## config.mk

```make
export PLATFORM = sky130hd
export DESIGN_NAME = src_reclocker_ctrl
export DESIGN_NICKNAME = d
export VERILOG_FILES = /design/src/pkg/src_pkg.sv /design/src/rtl/src_reclocker_ctrl.sv
export VERILOG_INCLUDE_DIRS = /design/src /design/src/pkg
export SDC_FILE = /design/constraint.sdc
export NUM_CORES = 1
export LEC_CHECK = 0
export ABC_AREA = 1
export BUFFER_PORTS_ARGS = -buffer_cell sky130_fd_sc_hd__buf_2
export CAP_MARGIN = 5
export CORE_MARGIN = 3
export CORE_UTILIZATION = 38
export CTS_CLUSTER_SIZE = 8
export DETAILED_ROUTE_END_ITERATION = 16
export GPL_TIMING_DRIVEN = 0
export PLACE_DENSITY = 0.7
export SLEW_MARGIN = 25
export SYNTH_ARGS = -nofsm -noshare
export SYNTH_HDL_FRONTEND = slang
export SYNTH_SLANG_ARGS = --single-unit
```

## constraint.sdc

```tcl
create_clock -name clk_i -period 2.7 [get_ports clk_i]
set_input_delay 0.135 -clock clk_i [delete_from_list [all_inputs] [get_ports clk_i]]
set_output_delay 0.135 -clock clk_i [all_outputs]
set_load 0.02 [all_outputs]
```

## src/pkg/src_consts.svh

```systemverilog
// offsets, field positions, reset values and timing counts of the reclocker control
`ifndef SRC_CONSTS_SVH
`define SRC_CONSTS_SVH

// register byte addresses
`define SRC_CTRL_ADDR 4'h0
`define SRC_STATUS_ADDR 4'h4

// control register fields
`define SRC_CTRL_FORCE_BYPASS 0
`define SRC_CTRL_RATE_LO 1
`define SRC_CTRL_RATE_HI 2
`define SRC_CTRL_INSEL_LO 3
`define SRC_CTRL_INSEL_HI 4
`define SRC_CTRL_CLKSEL 5
`define SRC_CTRL_MUTE_N 6
`define SRC_CTRL_WIDTH 7
`define SRC_CTRL_RESET 7'h40

// status register fields
`define SRC_STAT_LOCK 0
`define SRC_STAT_LOW_RATE 1
`define SRC_STAT_BYPASS 2
`define SRC_STAT_TEST 3
`define SRC_STAT_IND_VALID 4

// rate select codes
`define SRC_RSEL_AUTO 2'h0
`define SRC_RSEL_SD 2'h1
`define SRC_RSEL_HD 2'h2
`define SRC_RSEL_TEST 2'h3

// timing
`define SRC_CLK_PERIOD_NS 5
`define SRC_ACQ_MAX_MS 15
`define SRC_ACQ_CYCLES (`SRC_ACQ_MAX_MS * 1000000 / `SRC_CLK_PERIOD_NS)
`define SRC_LOSS_MAX_MS 1
`define SRC_LOSS_CYCLES (`SRC_LOSS_MAX_MS * 1000000 / `SRC_CLK_PERIOD_NS)
`define SRC_IND_DELAY_NS 37
`define SRC_IND_CYCLES ((`SRC_IND_DELAY_NS + `SRC_CLK_PERIOD_NS - 1) / `SRC_CLK_PERIOD_NS)
`define SRC_SETTLE_CYCLES 64
`define SRC_CNT_W 22

`endif

```

## src/pkg/src_pkg.sv

```systemverilog
// types of the reclocker control: detected rates, lock states, state record
`include "src_consts.svh"

package src_pkg;

    typedef enum logic [3:0] {
        SRC_RATE_NONE = 4'h0,
        SRC_RATE_270 = 4'h1,
        SRC_RATE_1483 = 4'h2,
        SRC_RATE_1485 = 4'h3,
        SRC_RATE_2967 = 4'h4,
        SRC_RATE_2970 = 4'h5,
        SRC_RATE_143 = 4'h6,
        SRC_RATE_177 = 4'h7,
        SRC_RATE_360 = 4'h8,
        SRC_RATE_540 = 4'h9,
        SRC_RATE_HARMONIC = 4'ha
    } src_rate_t;

    typedef enum logic [2:0] {
        SRC_ST_IDLE = 3'b001,
        SRC_ST_ACQ = 3'b010,
        SRC_ST_LOCK = 3'b100
    } src_state_t;

    typedef struct packed {
        logic [3:0] in_meta;
        logic [3:0] in_sync;
        logic prev_bit;
        logic retimed;
        logic rclk;
        src_state_t state;
        logic [`SRC_CNT_W-1:0] settle_cnt;
        logic [`SRC_CNT_W-1:0] quiet_cnt;
        src_rate_t lock_rate;
        logic [3:0] ind_cnt;
        logic low_rate;
        logic ind_valid;
        logic [`SRC_CTRL_WIDTH-1:0] ctrl;
        logic ack;
        logic [31:0] rdata;
        logic pri_p;
        logic pri_n;
        logic sec_p;
        logic sec_n;
    } src_state_rec_t;

endpackage

```

## src/rtl/src_reclocker_ctrl.sv

```systemverilog
// control and status logic of a serial-video reclocker with wishbone registers
//
// Behaviour
// - lock rises within 15 ms of the first transition on the chosen input
// - rate indicator becomes valid one reference period after lock changes
// - an input change drops lock within 1 ms; indicator invalid meanwhile
// - second output carries recovered clock when selected high, else data copy
// - second output clock select defaults low, giving a second data output
// - mute low silences both the primary and the second output
// - bypass with second output as clock mutes the second output
// - a muted pair holds static opposite levels on its two legs
// - lock only at 270, 1483, 1485, 2967, 2970 Mbps, never harmonics
// - 143, 177, 360, 540 Mbps stay unlocked and force bypass
// - unsupported rate in auto bypass with clock output mutes the second output
// - rate select: 00 auto, 01 forces 270, 10 forces the fast group
// - both rate select bits default low, giving automatic detection
// - rate select can also place the device in a test mode
// - forced 270 mode reclocks 8b10b transport data without harmonic lock
// - outside party picks one of four inputs, device routes it to reclocker
// - input select 00..11 picks input 0..3, default 00
// - force bypass passes data unclocked, holds lock low; else bypass if unlocked
// - indicator high for 270, low for faster rates, low while unlocked once valid again
`timescale 1ns/1ps
`include "src_consts.svh"

module src_reclocker_ctrl
    import src_pkg::*;
#(
    parameter int ACQ_CYCLES = `SRC_ACQ_CYCLES,
    parameter int LOSS_CYCLES = `SRC_LOSS_CYCLES
)
(
    // clock and reset
    input wire logic clk_i,
    input wire logic rst_i,
    // wishbone slave
    input wire logic wb_cyc_i,
    input wire logic wb_stb_i,
    input wire logic wb_we_i,
    input wire logic [3:0] wb_adr_i,
    input wire logic [3:0] wb_sel_i,
    input wire logic [31:0] wb_dat_i,
    output logic [31:0] wb_dat_o,
    output logic wb_ack_o,
    // serial side
    input wire logic [3:0] serial_inputs_i,
    input wire src_rate_t detected_rate_i,
    output logic primary_serial_out_p_o,
    output logic primary_serial_out_n_o,
    output logic second_serial_out_p_o,
    output logic second_serial_out_n_o,
    // indicators
    output logic lock_o,
    output logic low_rate_indicator_o
);

    localparam logic [`SRC_CNT_W-1:0] SETTLE = `SRC_CNT_W'(`SRC_SETTLE_CYCLES);
    localparam logic [`SRC_CNT_W-1:0] LOSS = `SRC_CNT_W'(LOSS_CYCLES);
    localparam logic [3:0] IND_DLY = 4'(`SRC_IND_CYCLES);

    src_state_rec_t cur;
    src_state_rec_t next_cur;

    logic force_bypass;
    logic [1:0] rate_sel;
    logic [1:0] in_sel;
    logic clk_sel;
    logic mute_n;
    logic test_mode;
    logic sel_bit;
    logic transition;
    logic supported;
    logic acceptable;
    logic locked;
    logic bypass;
    logic wb_req;
    logic [31:0] status;

    ////////////////////////////////////////////////////////////////////////
    // control decode

    assign force_bypass = cur.ctrl[`SRC_CTRL_FORCE_BYPASS];
    assign rate_sel = cur.ctrl[`SRC_CTRL_RATE_HI:`SRC_CTRL_RATE_LO];
    assign in_sel = cur.ctrl[`SRC_CTRL_INSEL_HI:`SRC_CTRL_INSEL_LO];
    assign clk_sel = cur.ctrl[`SRC_CTRL_CLKSEL];
    assign mute_n = cur.ctrl[`SRC_CTRL_MUTE_N];
    assign test_mode = (rate_sel == `SRC_RSEL_TEST);
    assign sel_bit = cur.in_sync[in_sel];
    assign transition = sel_bit ^ cur.prev_bit;
    assign locked = (cur.state == SRC_ST_LOCK);
    assign bypass = force_bypass | ~locked;
    assign wb_req = wb_cyc_i & wb_stb_i;

    // harmonics and the low rates never count as supported
    always_comb
    begin
        supported = 1'b0;
        acceptable = 1'b0;
        unique case (detected_rate_i)
            SRC_RATE_270, SRC_RATE_1483, SRC_RATE_1485, SRC_RATE_2967, SRC_RATE_2970:
                supported = 1'b1;
            default:
                supported = 1'b0;
        endcase
        unique case (rate_sel)
            `SRC_RSEL_AUTO:
                acceptable = supported;
            `SRC_RSEL_SD:
                acceptable = (detected_rate_i == SRC_RATE_270);
            `SRC_RSEL_HD:
                acceptable = supported & (detected_rate_i != SRC_RATE_270);
            default:
                acceptable = 1'b0;
        endcase
    end

    always_comb
    begin
        status = 32'h0;
        status[`SRC_STAT_LOCK] = lock_o;
        status[`SRC_STAT_LOW_RATE] = cur.low_rate;
        status[`SRC_STAT_BYPASS] = bypass;
        status[`SRC_STAT_TEST] = test_mode;
        status[`SRC_STAT_IND_VALID] = cur.ind_valid;
    end

    ////////////////////////////////////////////////////////////////////////
    // next state

    always_comb
    begin
        next_cur = cur;
        // two stages before any logic sees the pins
        next_cur.in_meta = serial_inputs_i;
        next_cur.in_sync = cur.in_meta;
        next_cur.prev_bit = sel_bit;
        next_cur.retimed = sel_bit;
        next_cur.rclk = ~cur.rclk;

        // wishbone: ack one cycle after the request, dropped the cycle after
        next_cur.ack = wb_req & ~cur.ack;
        next_cur.rdata = 32'h0;
        if (wb_req && !cur.ack)
        begin
            if (wb_we_i && wb_adr_i == `SRC_CTRL_ADDR && wb_sel_i[0])
            begin
                next_cur.ctrl = wb_dat_i[`SRC_CTRL_WIDTH-1:0];
            end
            if (!wb_we_i && wb_adr_i == `SRC_CTRL_ADDR)
            begin
                next_cur.rdata = {{(32-`SRC_CTRL_WIDTH){1'b0}}, cur.ctrl};
            end
            if (!wb_we_i && wb_adr_i == `SRC_STATUS_ADDR)
            begin
                next_cur.rdata = status;
            end
        end

        // lock state machine
        next_cur.quiet_cnt = transition ? '0 : cur.quiet_cnt + `SRC_CNT_W'(1);
        unique case (cur.state)
            SRC_ST_IDLE:
            begin
                next_cur.settle_cnt = '0;
                if (transition && !force_bypass)
                begin
                    next_cur.state = SRC_ST_ACQ;
                end
            end
            SRC_ST_ACQ:
            begin
                // rate must hold steady; a change restarts the settle count
                if (!acceptable || detected_rate_i != cur.lock_rate)
                begin
                    next_cur.settle_cnt = '0;
                end
                else if (cur.settle_cnt != SETTLE)
                begin
                    next_cur.settle_cnt = cur.settle_cnt + `SRC_CNT_W'(1);
                end
                next_cur.lock_rate = detected_rate_i;
                if (acceptable && cur.settle_cnt == SETTLE)
                begin
                    next_cur.state = SRC_ST_LOCK;
                end
            end
            SRC_ST_LOCK:
            begin
                // any change of the detected rate drops lock at once
                if (detected_rate_i != cur.lock_rate || !acceptable)
                begin
                    next_cur.state = SRC_ST_IDLE;
                end
            end
            default:
            begin
                next_cur.state = SRC_ST_IDLE;
            end
        endcase
        if (force_bypass || cur.quiet_cnt >= LOSS)
        begin
            next_cur.state = SRC_ST_IDLE;
        end
        if (wb_req && !cur.ack && wb_we_i && wb_adr_i == `SRC_CTRL_ADDR && wb_sel_i[0]
            && wb_dat_i[`SRC_CTRL_WIDTH-1:0] != cur.ctrl)
        begin
            next_cur.state = SRC_ST_IDLE;
        end

        // indicator follows lock after one reference period
        if (next_cur.state[2] != cur.state[2])
        begin
            next_cur.ind_cnt = IND_DLY;
            next_cur.ind_valid = 1'b0;
        end
        else if (cur.ind_cnt != 4'h0)
        begin
            next_cur.ind_cnt = cur.ind_cnt - 4'h1;
            if (cur.ind_cnt == 4'h1)
            begin
                next_cur.low_rate = locked & (cur.lock_rate == SRC_RATE_270);
                next_cur.ind_valid = 1'b1;
            end
        end

        // output pairs; a muted pair parks at p low, n high
        next_cur.pri_p = 1'b0;
        next_cur.pri_n = 1'b1;
        next_cur.sec_p = 1'b0;
        next_cur.sec_n = 1'b1;
        if (mute_n)
        begin
            next_cur.pri_p = bypass ? sel_bit : cur.retimed;
            next_cur.pri_n = ~next_cur.pri_p;
            if (!clk_sel)
            begin
                next_cur.sec_p = next_cur.pri_p;
                next_cur.sec_n = ~next_cur.pri_p;
            end
            else if (!bypass)
            begin
                next_cur.sec_p = cur.rclk;
                next_cur.sec_n = ~cur.rclk;
            end
        end
    end

    ////////////////////////////////////////////////////////////////////////
    // state register

    always_ff @(posedge clk_i)
    begin
        if (rst_i)
        begin
            cur <= '0;
            cur.state <= SRC_ST_IDLE;
            cur.lock_rate <= SRC_RATE_NONE;
            cur.ctrl <= `SRC_CTRL_RESET;
            cur.pri_n <= 1'b1;
            cur.sec_n <= 1'b1;
        end
        else
        begin
            cur <= next_cur;
        end
    end

    assign wb_ack_o = cur.ack;
    assign wb_dat_o = cur.rdata;
    assign lock_o = locked & ~force_bypass;
    assign low_rate_indicator_o = cur.low_rate;
    assign primary_serial_out_p_o = cur.pri_p;
    assign primary_serial_out_n_o = cur.pri_n;
    assign second_serial_out_p_o = cur.sec_p;
    assign second_serial_out_n_o = cur.sec_n;

    ////////////////////////////////////////////////////////////////////////
    // checks

    a_lock_after_settle: assert property (@(posedge clk_i) disable iff (rst_i)
        (cur.state == SRC_ST_ACQ && acceptable && cur.settle_cnt == SETTLE && !force_bypass
         && cur.quiet_cnt < LOSS && !(wb_req && wb_we_i)) |=> locked)
        else $error("acquisition did not lock after settle");

    a_acq_bound: assert property (@(posedge clk_i) disable iff (rst_i)
        (cur.state == SRC_ST_ACQ) |-> (int'(cur.settle_cnt) < ACQ_CYCLES))
        else $error("settle count beyond acquisition bound");

    a_quiet_drop: assert property (@(posedge clk_i) disable iff (rst_i)
        (locked && cur.quiet_cnt >= LOSS) |=> !locked)
        else $error("lock held on a quiet input");

    a_second_copy: assert property (@(posedge clk_i) disable iff (rst_i)
        (mute_n && !clk_sel) |=> (second_serial_out_p_o == primary_serial_out_p_o))
        else $error("second output not a data copy");

    a_bypass_data: assert property (@(posedge clk_i) disable iff (rst_i)
        (mute_n && bypass) |=> (primary_serial_out_p_o == $past(sel_bit)))
        else $error("bypassed data not passed through");

    a_test_no_lock: assert property (@(posedge clk_i) disable iff (rst_i)
        test_mode |-> !lock_o)
        else $error("lock in test mode");

    a_ind_matches: assert property (@(posedge clk_i) disable iff (rst_i)
        (lock_o && cur.ind_valid) |-> (low_rate_indicator_o == (cur.lock_rate == SRC_RATE_270)))
        else $error("indicator disagrees with locked rate");

    a_ind_delay: assert property (@(posedge clk_i) disable iff (rst_i)
        $rose(lock_o) && !force_bypass ##0 (lock_o && !force_bypass)[*8] |=> cur.ind_valid)
        else $error("rate indicator late after lock");

    a_rate_drop: assert property (@(posedge clk_i) disable iff (rst_i)
        (locked && detected_rate_i != cur.lock_rate) |=> !lock_o)
        else $error("lock held after rate change");

    a_clock_out: assert property (@(posedge clk_i) disable iff (rst_i)
        (mute_n && clk_sel && !bypass) |=> (second_serial_out_p_o == $past(cur.rclk)))
        else $error("second output not carrying clock");

    a_mute_static: assert property (@(posedge clk_i) disable iff (rst_i)
        !mute_n |=> (!primary_serial_out_p_o && primary_serial_out_n_o && !second_serial_out_p_o))
        else $error("muted output not static");

    a_bypass_clk_mute: assert property (@(posedge clk_i) disable iff (rst_i)
        (clk_sel && bypass) |=> (!second_serial_out_p_o && second_serial_out_n_o))
        else $error("clock output live in bypass");

    a_pair_opposite: assert property (@(posedge clk_i) disable iff (rst_i)
        (primary_serial_out_p_o != primary_serial_out_n_o) && (second_serial_out_p_o != second_serial_out_n_o))
        else $error("pair legs not opposite");

    a_no_bad_lock: assert property (@(posedge clk_i) disable iff (rst_i)
        lock_o |-> $past(acceptable))
        else $error("locked to an unsupported rate");

    a_force_bypass: assert property (@(posedge clk_i) disable iff (rst_i)
        force_bypass |-> !lock_o)
        else $error("lock high under forced bypass");

    a_ind_low_unlocked: assert property (@(posedge clk_i) disable iff (rst_i)
        (!lock_o && cur.ind_valid) |-> !low_rate_indicator_o)
        else $error("indicator high while unlocked");

endmodule

```

==> results summary <==
The run finished with clean final reports. In this run the clock root is driven by a sky130_fd_sc_hd__clkbuf_16. The cell internal power dissipation is 2.189 mW. After synthesis, the cell types taking the most area are sky130_fd_sc_hd__dfxtp_1, sky130_fd_sc_hd__nand2_1, sky130_fd_sc_hd__inv_1, sky130_fd_sc_hd__nor2_1, sky130_fd_sc_hd__buf_4. The number of sinks handled by clock tree synthesis came out at 86. The worst register-to-register path ends at cur[81]$_SDFFE_PP0P_. After routing the design area is 0.005246 mm2. The sequential share of the synthesized area came out at 38.41%. The maximum level of the CTS H-tree is 3. The post-synthesis cell count came out at 624. The via count of the first global-routing pass came to 3567. The average wire length per cell after detail routing is 10.74 um. The critical path in this run is classified as reg2reg.

The first TritonRoute pass finished after 5 iterations. Pin placement for this block handled 92 I/O pins. Detailed routing inserted a total of 3923 vias. The number of max-slew violations in the final report is 0. The tool flagged a number of max-cap violations equal to 0.

The total clock buffers created by CTS came out at 9. The tightest hold margin is 0.08110 ns. The slack of the worst reg-to-reg path is 0.76 ns. The kind of cell adding the most delay to the critical path is simple AND/OR/NAND/NOR gates. The proportion of layout cells with a drive suffix above 1 came out at 19.12%. The hold-critical path endpoint is cur[53]$_SDFFE_PP0P_.

The largest area contributor in the netlist is sky130_fd_sc_hd__dfxtp_1. The worst setup path is captured at a flop. The remaining routing DRC violations is 0.

The remaining number of nets flagged by the antenna check after routing came out at 0. Among all stages on the critical path, the largest delay is contributed by sky130_fd_sc_hd__a21oi_2. The arrival time at the worst endpoint came out at 2.21 ns. The setup-violating endpoint count in the final report is 0. For the pin with the worst max-slew slack, the measured transition is 0.6103 ns. The die area came out at 0.01313 mm2. By count the netlist is led by sky130_fd_sc_hd__nand2_1, sky130_fd_sc_hd__dfxtp_1, sky130_fd_sc_hd__inv_1, sky130_fd_sc_hd__nor2_1, sky130_fd_sc_hd__a21oi_1. The initial utilization of the core area, before any placement, comes to 39.08%.

The post-synthesis instance area is 0.004482 mm2. The worst setup path is launched from a flop. The die is 114.6 um tall.

The global-route usage over all layers came out at 14.60%. The deepest clock path buffer count came out at 2. The fraction of registers with async set/reset is 0%.

The worst setup timing slack at the placement stage is 0.7543 ns. The average instance in the mapped netlist occupies 7.182 um2. Along the worst path, the maximum fanout reaches 10.

Based on the critical path, the design can be clocked at up to 0.5155 GHz. The net switching power is 921.1 uW. The clock latency reported for the late side of the worst-skew pair came out at 0.34 ns. The maximum single-stage delay on the critical path came out at 0.35 ns.

Of the total power, registers draw 44.1%. The total count of hold-check failures in the final report is 0. The number of buffers and inverters on the critical path is 3. Counting instances, the worst hold path has a depth of 3.

The total congestion overflow is 0. Traced cell by cell, the critical path runs through inv_1, ha_1, nand3_1, nor2_1, nand2_1, nor2_2, nand2_1, nand2_1, nand2_2, a21oi_2, inv_2, buf_6, nor3_2. The standard cell area after detailed placement is 0.004941 mm2. The flip-flop and latch count after synthesis is 86.

The launching point of the worst reg2reg path is cur[76]$_SDFFE_PP0P_. Yosys instantiated no cell more often than sky130_fd_sc_hd__nand2_1. Among all flip-flop cells after synthesis, the most frequent one is sky130_fd_sc_hd__dfxtp_1. The initial antenna violation count came out at 0. In this run the most critical hold path is launched from detected_rate_i[3]. Clock skew on the completed layout was measured at 0.006583 ns.

For this design the ratio of total power to cell area is 592.9 mW/mm2. The number of buffer cells added on primary ports came out at 38. The most numerous cell type found on the critical path is sky130_fd_sc_hd__nand2_1. At the worst endpoint, the required time is 2.97 ns. The portion of total power attributed to the clock network came out at 36.0%. The area overhead of the layout relative to synthesis came out at 17.06%. The largest net degree at the start of global routing is 15. The final-layout fill cell count is 1163. Setup repair after global routing left no endpoint under its margin.

Counting I/O delays and the setup requirement, the final critical path takes 1.940 ns. The count of cells resized by post-cts repair is 0. For the final routed database, the setup TNS stands at 0 ns. The number of antenna cells inserted is 0. The post-detailed-placement half-perimeter wirelength came out at 6938 um.

The proportion of total power due to net switching is 29.61%. The die outline width is 114.6 um. The row count is 39. The number of cell instances on the worst register-to-register path came out at 13. In this run, synthesis inferred 0 flip-flops with an integrated enable. Setup slack on the critical path of the routed design comes to 0.7600 ns.

The combinational cell fraction of total power came out at 19.9%. The clock-pin transition on the worst setup and hold timing paths came out at 0.06 ns. The ratio of routed vias to standard cells came out at 4.621. The total core area is 0.01147 mm2. The TritonCTS clock tree is yes. The static leakage power is 2.313 nW.

The path class of the tightest hold or removal check is in2reg. The final layout contains 760 nets. The number of synthesis warnings came out at 0. The number of unique standard cell types used by synthesis is 48.

The maximum vdd ir drop is 0.0004104 V. The first global-routing pass estimated 15570 um of wire. The worst relative slew slack came out at 59.31%.

The placer's final routability congestion estimate came out at 0.8588. After synthesis, the largest area contributor takes up 38.41% of total cell area. The final worst-path cycle share came out at 71.85%.

The overall routed net length came out at 9117 um. The number of violations reported at the end of detailed-routing iteration 0 came out at 282.
==> cell type report <==
type / count / area, um2 / share of cell area, %
Tap cell: 143 / 178.9 / 3.410
Buffer: 41 / 301.5 / 5.748
Multi-Input combinational cell: 423 / 2178 / 41.52
Sequential cell: 86 / 1722 / 32.82
Timing Repair Buffer: 42 / 230.2 / 4.388
Clock inverter: 6 / 36.28 / 0.6916
Inverter: 98 / 370.4 / 7.059
Clock buffer: 10 / 229.0 / 4.364
==> stage by stage <==
stage | std cells | power, mW | utilization (%)
detailed placement | 829 | 2.017 | 43.09
floorplan | 648 | 1.880 | -
global placement | 829 | 2.007 | 43.09
CTS | 849 | 3.142 | 45.75
global route | 849 | 3.294 | 45.75
finish | 849 | 3.110 | 45.75
==> worst max path at each step <==
stage,from,endpoint,cells after the start
3_5_place_dp,cur[76]$_SDFFE_PP0P_,cur[91]$_SDFFE_PP0P_,13
5_1_grt,cur[54]$_SDFF_PP0_,cur[74]$_SDFF_PP0_,10
6_report,cur[76]$_SDFFE_PP0P_,cur[81]$_SDFFE_PP0P_,13
2_1_floorplan,cur[54]$_SDFF_PP0_,cur[70]$_SDFF_PP0_,11
3_3_place_gp,cur[76]$_SDFFE_PP0P_,cur[81]$_SDFFE_PP0P_,13
4_1_cts,cur[76]$_SDFFE_PP0P_,cur[91]$_SDFFE_PP0P_,13
==> logic make-up (layout without fill, tap and decap cells) <==
| family | count (synthesis) | in the layout | synth area share, % |
|---|---|---|---|
| adders and majority gates | 6 | 6 | 1.675 |
| xor gates and xnor gates | 19 | 19 | 3.713 |
| AOI/OAI and AO/OA | 83 | 83 | 10.30 |
| buffers and inverters | 139 | 197 | 14.99 |
| DFF | 86 | 86 | 38.41 |
| and+or+nand+nor | 290 | 290 | 30.82 |
| other | 1 | 25 | 0.08367 |
==> worst min-delay path, cell delays in order <==
cell	delay, ns
sky130_fd_sc_hd__buf_2	0.11
sky130_fd_sc_hd__nor2_1	0.05
sky130_fd_sc_hd__nor2_1	0.08
==> metal layers <==
layer	GRT usage (%)	routed length, um
met1	18.14	4356
met2	24.18	4275
met3	3.911	357
met4	5.384	127
met5	0	0
==> registers in the layout (all words and copies together), names as in the netlist <==
| signal | cells |
|---|---|
| low_rate_indicator_o | 1 |
| second_serial_out_p_o | 1 |
| wb_ack_o | 1 |
| wb_dat_o | 7 |
| primary_serial_out_p_o | 1 |
| primary_serial_out_n_o | 1 |
| second_serial_out_n_o | 1 |
| cur | 72 |
| clk_sel | 1 |
==> timing repair <==
action / 4_1_cts / 5_1_grt
buffers inserted: 0 / 0
hold buffers: 4 / 0
endpoints found under the hold margin: 4 / 0
==> cells in the final DEF, fill, tap and decap left out, drive strengths merged, types with 2 or more instances in the layout <==
cell type    synthesis  final
a211oi               2      2
a21oi               41     41
a31oi                3      3
and2                 2      2
buf                 38     76
clkbuf               3     13
clkinv               0      4
conb                 1     25
dfxtp               86     86
dlygate4sd3          0      4
ha                   6      6
inv                 98     99
nand2              113    113
nand3               33     33
nand3b               3      3
nand4               14     14
nor2                85     85
nor3                30     30
nor4                 4      4
o21a                 2      2
o21ai               28     28
o32ai                2      2
or2                  4      4
xnor2                4      4
xor2                15     15
==> power by group through the flow <==
stage	Combinational, mW	Sequential (mW)	Clock, mW
detailed placement	0.618	1.40	0
global route	0.705	1.38	1.21
floorplan	0.481	1.40	0
finish	0.620	1.37	1.12
global placement	0.609	1.40	0
CTS	0.623	1.37	1.15
Power figures use the tool's default switching activity.
